**config.mk**
```make
export PLATFORM = sky130hd
export DESIGN_NAME = ips_core
export DESIGN_NICKNAME = d
export VERILOG_FILES = /design/src/core/ips_core.v /design/src/core/ips_prio_pick.v
export VERILOG_INCLUDE_DIRS = /design/src /design/src/pkg
export SDC_FILE = /design/constraint.sdc
export NUM_CORES = 1
export LEC_CHECK = 0
export ABC_AREA = 0
export BUFFER_PORTS_ARGS = -buffer_cell sky130_fd_sc_hd__buf_2
export CELL_PAD_IN_SITES_DETAIL_PLACEMENT = 0
export CELL_PAD_IN_SITES_GLOBAL_PLACEMENT = 2
export CORE_AREA = 2 2 117 119
export CTS_BUF_LIST = sky130_fd_sc_hd__clkbuf_4
export DETAILED_ROUTE_END_ITERATION = 8
export DIE_AREA = 0 0 119 121
export GPL_TIMING_DRIVEN = 1
export PLACE_DENSITY_LB_ADDON = 0.1
export SETUP_SLACK_MARGIN = 0.2
export SYNTH_ARGS = -nofsm -noshare
export SYNTH_HDL_FRONTEND = slang
export SYNTH_SLANG_ARGS = --single-unit
```
**constraint.sdc**
```tcl
create_clock -name pclk -period 2.2 [get_ports pclk]
set_input_delay 0.22 -clock pclk [delete_from_list [all_inputs] [get_ports pclk]]
set_output_delay 0.22 -clock pclk [all_outputs]
set_load 0.1 [all_outputs]
```
**src/pkg/ips_consts.vh**
```
// Constants for the interrupt page stack block.
// Assumes inclusion by bare name from design files.
`ifndef IPS_CONSTS_VH
`define IPS_CONSTS_VH
// APB byte addresses
// Enable register index; its byte address is four times the index
`define IPS_EXT_EN_INDEX 8'hE6
`define IPS_ADDR_EXT_EN 10'h398
`define IPS_ADDR_PAGE 10'h000
`define IPS_ADDR_MIDDLE 10'h004
`define IPS_ADDR_BOTTOM 10'h008
`define IPS_ADDR_STATUS 10'h00C
`define IPS_ADDR_MASK 10'h010
`define IPS_ADDR_PRIO 10'h014
`define IPS_ADDR_LEVEL 10'h018
// Reset values
`define IPS_EXT_EN_RESET 8'h00
`define IPS_PAGE_RESET 8'h00
// Enable bit positions
`define IPS_BIT_CONV0 7
`define IPS_BIT_CMP2 6
// Status bits for the summary interrupt
`define IPS_ST_ENTRY 0
`define IPS_ST_PREEMPT 1
`define IPS_ST_RETURN 2
`endif

```
**src/core/ips_core.v**
```verilog
// Interrupt entry logic with page stack and first extended enable register.
// Assumes requests are level signals on pclk and the core pulses its return.
// Assumes software keeps nothing in the bottom stack level across interrupts.
`timescale 1ns/100ps
`default_nettype none
`include "ips_consts.vh"
// Contract
// - A pending high-priority request preempts a running low-priority routine once core_ready is high.
// - On vectoring, the active page selector takes the serviced source's page.
// - On entry, the old active page is pushed into the middle stack level.
// - On entry, the old middle level is pushed into the bottom level.
// - Entry overwrites any value software wrote into the bottom level.
// - Enable bit 7 masks the first converter end-of-conversion request.
module ips_core #(
	parameter N = 8,
	parameter W = 3,
	parameter [8*N-1:0] SRC_PAGES = {8'h00, 8'h01, 8'h02, 8'h00, 8'h02, 8'h00, 8'h00, 8'h00}
) (
	input wire pclk,
	input wire presetn,
	input wire psel,
	input wire penable,
	input wire pwrite,
	input wire [9:0] paddr,
	input wire [31:0] pwdata,
	output reg [31:0] prdata,
	output wire pready,
	output wire pslverr,
	input wire [N-1:0] src_req,
	input wire core_ready,
	input wire core_reti,
	output reg vec_valid,
	output reg [W-1:0] vec_index,
	output reg vec_high,
	output reg [7:0] active_page_selector,
	output wire irq
);
	// Software-visible state
	reg [7:0] extended_irq_enable_one;
	reg [7:0] page_stack_middle;
	reg [7:0] page_stack_bottom;
	reg [7:0] prio_high;
	reg [2:0] status;
	reg [2:0] mask;
	// Nesting state of the core
	reg [1:0] level; // 0 idle, 1 low active, 2 high active
	reg [1:0] next_level;
	reg low_nested;
	// Request masking and the two priority pickers
	wire [N-1:0] en_req;
	wire [N-1:0] hi_req;
	wire lo_found, hi_found;
	wire [W-1:0] lo_idx, hi_idx;
	// Bus strobes
	wire wr, rd;
	wire wr_page, wr_middle, wr_bottom, wr_ext_en, wr_prio, wr_mask, wr_status;
	wire [2:0] status_clr;
	// Arbitration result for this cycle
	reg take, take_hi;
	reg [W-1:0] take_idx;
	reg [2:0] ev;

	// Single-cycle access, no wait states
	assign pready = 1'b1;
	assign wr = psel & penable & pwrite;
	assign rd = psel & ~penable & ~pwrite;
	// Unmapped offsets answer with an error instead of stalling the bus
	assign pslverr = psel & penable & ~decode_hit(paddr);

	// Write strobes, one per register but the read-only level, high in the access cycle only
	assign wr_page = wr & (paddr == `IPS_ADDR_PAGE);
	assign wr_middle = wr & (paddr == `IPS_ADDR_MIDDLE);
	assign wr_bottom = wr & (paddr == `IPS_ADDR_BOTTOM);
	assign wr_ext_en = wr & (paddr == `IPS_ADDR_EXT_EN);
	assign wr_prio = wr & (paddr == `IPS_ADDR_PRIO);
	assign wr_mask = wr & (paddr == `IPS_ADDR_MASK);
	assign wr_status = wr & (paddr == `IPS_ADDR_STATUS);
	// Write-one-to-clear bits for the status register
	assign status_clr = wr_status ? pwdata[2:0] : 3'b000;

	// True for any mapped register offset
	function decode_hit;
		input [9:0] a;
		begin
			decode_hit = (a == `IPS_ADDR_EXT_EN) || (a == `IPS_ADDR_PAGE) || (a == `IPS_ADDR_MIDDLE) ||
				(a == `IPS_ADDR_BOTTOM) || (a == `IPS_ADDR_STATUS) || (a == `IPS_ADDR_MASK) ||
				(a == `IPS_ADDR_PRIO) || (a == `IPS_ADDR_LEVEL);
		end
	endfunction

	// A masked request stays pending at its source until it is enabled
	// conv0 mask
	assign en_req = src_req & extended_irq_enable_one;
	assign hi_req = en_req & prio_high;

	// The high picker sees only high-priority requests; the low picker sees
	// every enabled one and is used only while nothing is running
	ips_prio_pick #(.N(N), .W(W)) u_hi (.req(hi_req), .found(hi_found), .idx(hi_idx));
	ips_prio_pick #(.N(N), .W(W)) u_lo (.req(en_req), .found(lo_found), .idx(lo_idx));

	// Arbitration: high wins; a high request may interrupt a low routine
	// A return is served before any new entry, so a pop is never lost and
	// the stack never moves twice in one cycle
	always @* begin
		take = 1'b0;
		take_hi = 1'b0;
		take_idx = {W{1'b0}};
		next_level = level;
		ev = 3'b000;
		if (core_reti && level != 2'd0) begin
			// Leaving high returns to low only if it had preempted one
			next_level = (level == 2'd2 && low_nested) ? 2'd1 : 2'd0;
			ev[`IPS_ST_RETURN] = 1'b1;
		end else if (core_ready && hi_found && level != 2'd2) begin
			take = 1'b1;
			take_hi = 1'b1;
			take_idx = hi_idx;
			next_level = 2'd2;
			ev[`IPS_ST_ENTRY] = 1'b1;
			ev[`IPS_ST_PREEMPT] = (level == 2'd1);
		end else if (core_ready && lo_found && level == 2'd0) begin
			// Low entries start only from idle; a running low routine blocks them
			take = 1'b1;
			take_idx = lo_idx;
			next_level = 2'd1;
			ev[`IPS_ST_ENTRY] = 1'b1;
		end
	end

	// Vector, level and page stack
	// The bottom level is overwritten on every entry, so a value kept there
	// by software does not survive an interrupt
	always @(posedge pclk or negedge presetn) begin
		if (!presetn) begin
			level <= 2'd0;
			low_nested <= 1'b0;
			vec_valid <= 1'b0;
			vec_index <= {W{1'b0}};
			vec_high <= 1'b0;
			active_page_selector <= `IPS_PAGE_RESET;
			page_stack_middle <= 8'h00;
			page_stack_bottom <= 8'h00;
		end else begin
			level <= next_level;
			vec_valid <= take;
			if (take) begin
				vec_index <= take_idx;
				vec_high <= take_hi;
				low_nested <= (level == 2'd1);
				active_page_selector <= SRC_PAGES[8*take_idx +: 8];
				page_stack_middle <= active_page_selector;
				page_stack_bottom <= page_stack_middle;
			end else if (ev[`IPS_ST_RETURN]) begin
				active_page_selector <= page_stack_middle;
				page_stack_middle <= page_stack_bottom;
				if (level == 2'd2)
					low_nested <= 1'b0;
			end else if (wr) begin
				// Software writes lose to hardware stack moves
				if (wr_page)
					active_page_selector <= pwdata[7:0];
				if (wr_middle)
					page_stack_middle <= pwdata[7:0];
				if (wr_bottom)
					page_stack_bottom <= pwdata[7:0];
			end
		end
	end

	// Software registers; status set wins over write-one-to-clear
	always @(posedge pclk or negedge presetn) begin
		if (!presetn) begin
			extended_irq_enable_one <= `IPS_EXT_EN_RESET;
			prio_high <= 8'h00;
			mask <= 3'b000;
			status <= 3'b000;
		end else begin
			if (wr_ext_en)
				extended_irq_enable_one <= pwdata[7:0];
			if (wr_prio)
				prio_high <= pwdata[7:0];
			if (wr_mask)
				mask <= pwdata[2:0];
			// An event in the cycle of a clear is kept, so no entry goes unseen
			status <= (status & ~status_clr) | ev;
		end
	end

	// Level interrupt, high while any unmasked status bit is set
	assign irq = |(status & mask);

	// Read data captured in the setup cycle, valid in the access cycle
	// Reads have no side effects, so a repeated read is harmless
	always @(posedge pclk or negedge presetn) begin
		if (!presetn) begin
			prdata <= 32'h00000000;
		end else if (rd) begin
			case (paddr)
				`IPS_ADDR_EXT_EN: prdata <= {24'h000000, extended_irq_enable_one};
				`IPS_ADDR_PAGE: prdata <= {24'h000000, active_page_selector};
				`IPS_ADDR_MIDDLE: prdata <= {24'h000000, page_stack_middle};
				`IPS_ADDR_BOTTOM: prdata <= {24'h000000, page_stack_bottom};
				`IPS_ADDR_STATUS: prdata <= {29'h00000000, status};
				`IPS_ADDR_MASK: prdata <= {29'h00000000, mask};
				`IPS_ADDR_PRIO: prdata <= {24'h000000, prio_high};
				`IPS_ADDR_LEVEL: prdata <= {30'h00000000, level};
				default: prdata <= 32'h00000000;
			endcase
		end
	end
endmodule // ips_core
`default_nettype wire

```
**src/core/ips_prio_pick.v**
```verilog
// Priority picker: lowest-index pending request wins within a mask.
// Assumes request and mask come from the same clock domain.
`timescale 1ns/100ps
`default_nettype none
module ips_prio_pick #(
	parameter N = 8,
	parameter W = 3
) (
	input wire [N-1:0] req,
	output reg found,
	output reg [W-1:0] idx
);
	integer i;
	// Scan downward so the lowest index is kept last
	always @* begin
		found = 1'b0;
		idx = {W{1'b0}};
		for (i = N - 1; i >= 0; i = i - 1) begin
			if (req[i]) begin
				found = 1'b1;
				idx = i[W-1:0];
			end
		end
	end
endmodule // ips_prio_pick
`default_nettype wire

```
**After elaboration in Yosys (flattened, before gate mapping)**

Index checks and enable logic that the tools add are counted.

- Equality and inequality tests: 11
- Shift operators: 1
- Mux-type cells: 64
- Bitwise gates (word level): 21
- Reduce and logical (&&, ||, !) cells: 29

Operators by type and width:

| operator | count |
|---|---|
| $mux W8 | 12 |
| $pmux W8 S8 | 1 |
| $shiftx A64 B7 Y8 const A | 1 |
| $mux W3 | 20 |
| $eq A10 B5 Y1 const B | 3 |
| $mux W1 | 27 |
| $eq A10 B4 Y1 const B | 2 |
| $and A8 B8 Y8 | 2 |
| $and A1 B1 Y1 | 12 |
| $reduce_bool A3 Y1 | 4 |
| $eq A10 B10 Y1 const B | 1 |
| $eq A10 B3 Y1 const B | 1 |
| $logic_not A10 Y1 | 1 |
| $reduce_bool A2 Y1 | 5 |
| $mux W2 | 4 |
| $logic_or A1 B1 Y1 | 7 |
| $and A3 B3 Y3 | 2 |
| $logic_and A1 B1 Y1 | 6 |
| $reduce_and A2 Y1 | 3 |
| $ne A2 B2 Y1 const B | 2 |
| $not A1 Y1 | 3 |
| $not A3 Y3 | 1 |
| $or A3 B3 Y3 | 1 |
| $reduce_and A3 Y1 | 1 |
| other kinds (4) | 4 |

- Bits in registers: 86
- Input bits: 57
- Output and inout port bits: 48
- Word-level logic and storage cells: 139

**Longest topological paths before layout**

- Depth in word-level cells: 16
- Mapped depth: 9
- Gate-level depth less buffers: 7

**Modules after synthesis**

A second synthesis with hierarchy kept.

- Cells, all modules: 389
- Area, all modules: 3852.4 um2

Modules (own cells, without submodules):

| module | instances | cells an instance | area each (um2) | seq. area each (um2) |
|---|---|---|---|---|
| ips_core | 1 | 363 | 3692.3 | 1551.5 |
| ips_prio_pick | 2 | 13 | 80.1 | 0.0 |

**Least setup slack after synthesis**

No wires, ideal clock.

- Kind: input to output
- Start: in paddr[2]
- End: out pslverr
- Arrival: 2541 ps
- Data required time: 1980 ps
- Slack: -561 ps
- Stages on the path: 7
- Buffers on the path: 2
- Cell sequence: clkbuf_1 -> nor2b_1 -> clkbuf_1 -> nand4_1 -> nor2_1 -> or2_2 -> nor2_1

- Cells in the longest elaborated chain, start to end: 10
- Elaborated cells between the ends (all ways): 17
- Classes of those cells: 7 x eq/ne; 2 x bitwise; 8 x reduce/logical

RTL lines:

| item | line | source |
|---|---|---|
| start: declaration | ips_core.v:24 | `input wire [9:0] paddr,` |
| $eq A10 B10 Y1 or $logic_not A10 Y1 (tied branches) | -- |  |
| $logic_or A1 B1 Y1 (6 in a row) | ips_core.v:85 | `` decode_hit = (a == `IPS_ADDR_EXT_EN) \|\| (a == `IPS_ADDR_PAGE) \|\| (a == `IPS_ADDR_MIDDLE) \|\| `` |
| $logic_or A1 B1 Y1 * | ips_core.v:85 |  |
| $not A1 Y1 * | ips_core.v:68 | `assign pslverr = psel & penable & ~decode_hit(paddr);` |
| $and A1 B1 Y1 * | ips_core.v:68 |  |
| end: declaration | ips_core.v:28 | `output wire pslverr,` |

Every way passes the cells marked *; elsewhere a longest branch is shown, timed or not.

**Worst setup path in the final report**

- Start: reg extended_irq_enable_one[1]
- End: reg active_page_selector[2]

- Cells in the longest elaborated chain, start to end: 10
- Elaborated cells between the ends (all ways): 25
- Classes of those cells: 1 x shift; 15 x mux; 2 x bitwise; 7 x reduce/logical

RTL lines:

| item | line | source |
|---|---|---|
| start: declaration | ips_core.v:39 | `reg [7:0] extended_irq_enable_one;` |
| start signal: assignment | ips_core.v:173 | `` extended_irq_enable_one <= `IPS_EXT_EN_RESET; `` |
| start signal: assignment | ips_core.v:179 | `extended_irq_enable_one <= pwdata[7:0];` |
| $and A8 B8 Y8 * | ips_core.v:93 | `assign en_req = src_req & extended_irq_enable_one;` |
| $mux W1 or $and A8 B8 Y8 (tied branches) | ips_prio_pick.v:19, ips_core.v:94 |  |
| $mux W1 | ips_prio_pick.v:19 | `if (req[i]) begin` |
| $logic_and A1 B1 Y1 or $mux W1 (tied branches) | ips_core.v:121, ips_prio_pick.v:19 |  |
| $logic_and A1 B1 Y1, on equally long branches | ips_core.v:121, ips_core.v:114 |  |
| $mux W3 (tied with other cells) | ips_core.v:121 | `end else if (core_ready && lo_found && level == 2'd0) begin` |
| $mux W3 or $mux W1 (tied branches) | ips_core.v:114 | `end else if (core_ready && hi_found && level != 2'd2) begin` |
| $mux W3 or $mux W1 (tied branches) | ips_core.v:110 | `if (core_reti && level != 2'd0) begin` |
| $shiftx A64 B7 Y8 or $reduce_bool A3 Y1 (tied branches) | -- |  |
| $mux W8 or $reduce_and A2 Y1 (tied branches) | -- |  |
| end signal: assignment | ips_core.v:150 | `active_page_selector <= SRC_PAGES[8*take_idx +: 8];` |
| end signal: assignment | ips_core.v:154 | `active_page_selector <= page_stack_middle;` |
| end signal: assignment | ips_core.v:161 | `active_page_selector <= pwdata[7:0];` |
| end: declaration | ips_core.v:35 | `output reg [7:0] active_page_selector,` |

Marks and branches as above.
A chain may end at the register's enable or synchronous reset.

==> results.sh <==
export IMPL_endpoint="active_page_selector[2]"
export IMPL_finalSetupViolations=0
export IMPL_synthAdderAreaFrac=0
export IMPL_drv_slew=0
export IMPL_initial_core_util=0.285
export IMPL_ant_nets=0
export IMPL_drive_above_1_share=0.358
export IMPL_r2r_slack_ps=80
export IMPL_fill_cells=1383
export IMPL_slew_headroom=0.626
export IMPL_fin_crit_sh=0.965
export IMPL_synth_async_reset_ratio=1.00
export IMPL_worstSetupPathType="register to register"
export IMPL_reg2reg_from="extended_irq_enable_one[1]"
export IMPL_rr_endpoint="active_page_selector[2]"
export IMPL_drt_pass1_iter_count=4
export IMPL_crit_path_cell_trace="a22o_1 > o41ai_4 > inv_2 > nor3_4 > buf_6 > nand2_8 > mux2_4"
export IMPL_io_buffer_count=55
export IMPL_p_leak_nw=2.31
export IMPL_ys_seq_elements=62
export IMPL_cts_tree="yes"
export IMPL_path_buf_inv=2
export IMPL_worst_r2r_path_depth=7
export IMPL_first_iter_violations=191
export IMPL_synth_cell_area_sq_mm=0.00373
export IMPL_multi_input_area_sq_mm=0.00207
export IMPL_worst_slew_pin_slew_ps=562
export IMPL_syn_to_final_growth_pct=28.1
export IMPL_max_cap_viol_count=0
export IMPL_globalplace_congestion=0.726
export IMPL_synthSimpleGateAreaFrac=0.192
export IMPL_powerDensity_mw_per_mm2=705
export IMPL_wl_met3_microns=517
export IMPL_worstPathMaxFanout=4
export IMPL_core_region_area_sq_mm=0.0131
export IMPL_irDropWorstVdd_v=0.000425
export IMPL_via_per_inst=4.94
export IMPL_wl_met2_microns=5810
export IMPL_tns_ps=0
export IMPL_wl_microns=12400
export IMPL_min_delay_path_class="input port to register"
export IMPL_vias=3446
export IMPL_h_tree_depth=3
export IMPL_critPathTopFamily="compound AO/OA/AOI/OAI gates"
export IMPL_end_kind="register"
export IMPL_grt_usage=0.179
export IMPL_yosysWarnings=0
export IMPL_hpwl_microns=8870
export IMPL_synth_mux_area_frac=0.111
export IMPL_final_hold_viol_count=0
export IMPL_drcViolationCount=0
export IMPL_synth_compound_area_share=0.185
export IMPL_worstPathArrival_ps=2470
export IMPL_synth_xor_area_frac=0.00235
export IMPL_cts_sinks=62
export IMPL_yosysSeqAreaShare=0.415
export IMPL_antenna_found_initial=1
export IMPL_slowest_stage="o41ai_4"
export IMPL_final_area_sq_mm=0.00478
export IMPL_io_pins=105
export IMPL_nNetsFinal=572
export IMPL_place_area_sq_mm=0.00437
export IMPL_clock_latency_ps=450
export IMPL_num_rows=42
export IMPL_critPathMaxStageDelay_ps=440
export IMPL_cp_required_ps=2540
export IMPL_cp_depth=7
export IMPL_synth_cell_types=59
export IMPL_overflow=0
export IMPL_top_layer_used="met4"
export IMPL_synth_area_per_cell_sq_um=9.04
export IMPL_grt_max_degree=63
export IMPL_hold_ws_ps=71.8
export IMPL_die_area_sq_mm=0.0144
export IMPL_synthCells=413
export IMPL_die_h_microns=121
export IMPL_drt_met1_wl_microns=5860
export IMPL_numCtsBuffers=9
export IMPL_seqCellArea_sq_mm=0.00155
export IMPL_finalClockSkew_ps=8.87
export IMPL_path_clk_slew_ps=110
export IMPL_status="completed"
export IMPL_cts_root_buf="clkbuf_4"
export IMPL_grt_first_pass_wirelength_microns=19400
export IMPL_routedWlPerCell_microns=17.9
export IMPL_grt_pass1_vias=3459
export IMPL_rsz0062_at_grt="true"
export IMPL_synth_edf_count=0
export IMPL_cp_startpoint="extended_irq_enable_one[1]"
export IMPL_synth_top_family_by_area="simple AND/OR/NAND/NOR gates"
export IMPL_fp_dieW_microns=119
export IMPL_clock_path_buffers=2
export IMPL_synthFlopType="dfrtp_1"
export IMPL_min_from="core_reti"
export IMPL_finalCriticalPeriod_ps=2120
export IMPL_fmax_ghz=0.471
export IMPL_start_kind="register"
metal layers:
metal  up-vias  GRT usage
li1       1649          -
met2        78      0.283
met5         -          0
met3        17     0.0352
met1      1702      0.243
met4         0     0.0677
cell usage in the layout, fill, tap and decap left out, types with 3 or more instances in the layout:
| cell type | n |
|---|---|
| a21oi_1 | 14 |
| a222oi_1 | 6 |
| a22o_1 | 3 |
| a31oi_1 | 11 |
| a32oi_1 | 4 |
| buf_12 | 3 |
| buf_2 | 54 |
| buf_4 | 46 |
| buf_6 | 6 |
| clkbuf_4 | 10 |
| clkinv_2 | 3 |
| conb_1 | 25 |
| dfrtp_1 | 60 |
| inv_1 | 13 |
| mux2_2 | 24 |
| mux2i_1 | 10 |
| nand2_1 | 78 |
| nand3_1 | 21 |
| nor2_1 | 24 |
| nor2_2 | 3 |
| o211ai_1 | 9 |
| o21ai_0 | 17 |
| o21ai_1 | 7 |
| o21ai_2 | 4 |
| or3_1 | 3 |
cells by family after synthesis:
family / Yosys count
compound gates: 98
xor+xnor: 1
buf+inv: 59
flops: 62
mux: 37
other cells: 2
simple gates: 154
cell type report:
cell class | instances | share of cell area
Clock buffer | 10 | 0.0157
Timing Repair Buffer | 110 | 0.157
Multi-Input combinational cell | 317 | 0.432
Sequential cell | 62 | 0.325
Tap cell | 176 | 0.0460
Antenna cell | 1 | 0.000523
Clock inverter | 6 | 0.0110
Inverter | 15 | 0.0123
flip-flops by register name, summed over array words and instances, names as in the netlist, 8 cells and up:
| register | count |
|---|---|
| active_page_selector | 8 |
| page_stack_bottom | 8 |
| prdata | 8 |
| page_stack_middle | 8 |
| extended_irq_enable_one | 8 |
| prio_high | 8 |
worst min path at each step:
stage                                    to  slack [ps]  depth (start not counted)
global route           page_stack_bottom[6]          80                          3
detailed placement  active_page_selector[7]         270                          2
finish                             level[1]          70                          2
floorplan           active_page_selector[0]         -80                          0
global placement    active_page_selector[7]         270                          2
CTS                                level[1]          50                          2
metrics by stage:
step	instances	power [W]	worst slack (ps)	util
after floorplan	436	0.00235	86.7	-
after global placement	661	0.00258	-143	0.334
after detailed placement	661	0.00259	-201	0.334
after CTS	692	0.00341	77.5	0.361
after global routing	697	0.00355	-11.5	0.366
final	697	0.00337	76.1	0.366
synthesized netlist by cell type, types with 3 or more instances:
master    instances  share of area
nand3_1          22          0.029
nand2_1          78          0.078
buf_4            28          0.056
a31oi_1          12          0.020
a22o_1            4         0.0094
or3_1             3         0.0050
nor2_1           27          0.027
mux2_2           26          0.078
a32oi_1           4         0.0094
a21oi_1          17          0.023
mux2i_1          10          0.027
o211ai_1          9          0.018
inv_1            14          0.014
o21ai_0          24          0.032
a222oi_1          6          0.016
dfrtp_1          62           0.42
clkbuf_1         13          0.013
what timing repair did:
action | 4_1_cts | 5_1_grt
buffers inserted | 11 | 4
hold endpoints to repair | 62 | 0
endpoints found under the setup margin | 27 | 26
hold buffers | 1 | 0
pin swaps | 16 | 7
resized for setup | 26 | 8
cloned | 3 | 0
report_power, final:
part	leakage [nW]	internal (W)	switching, W
Sequential	0.823	0.00129	0.000174
Clock	0.0750	0.000346	0.000436
Combinational	1.41	0.000258	0.000864
Power figures use the tool's default switching activity.
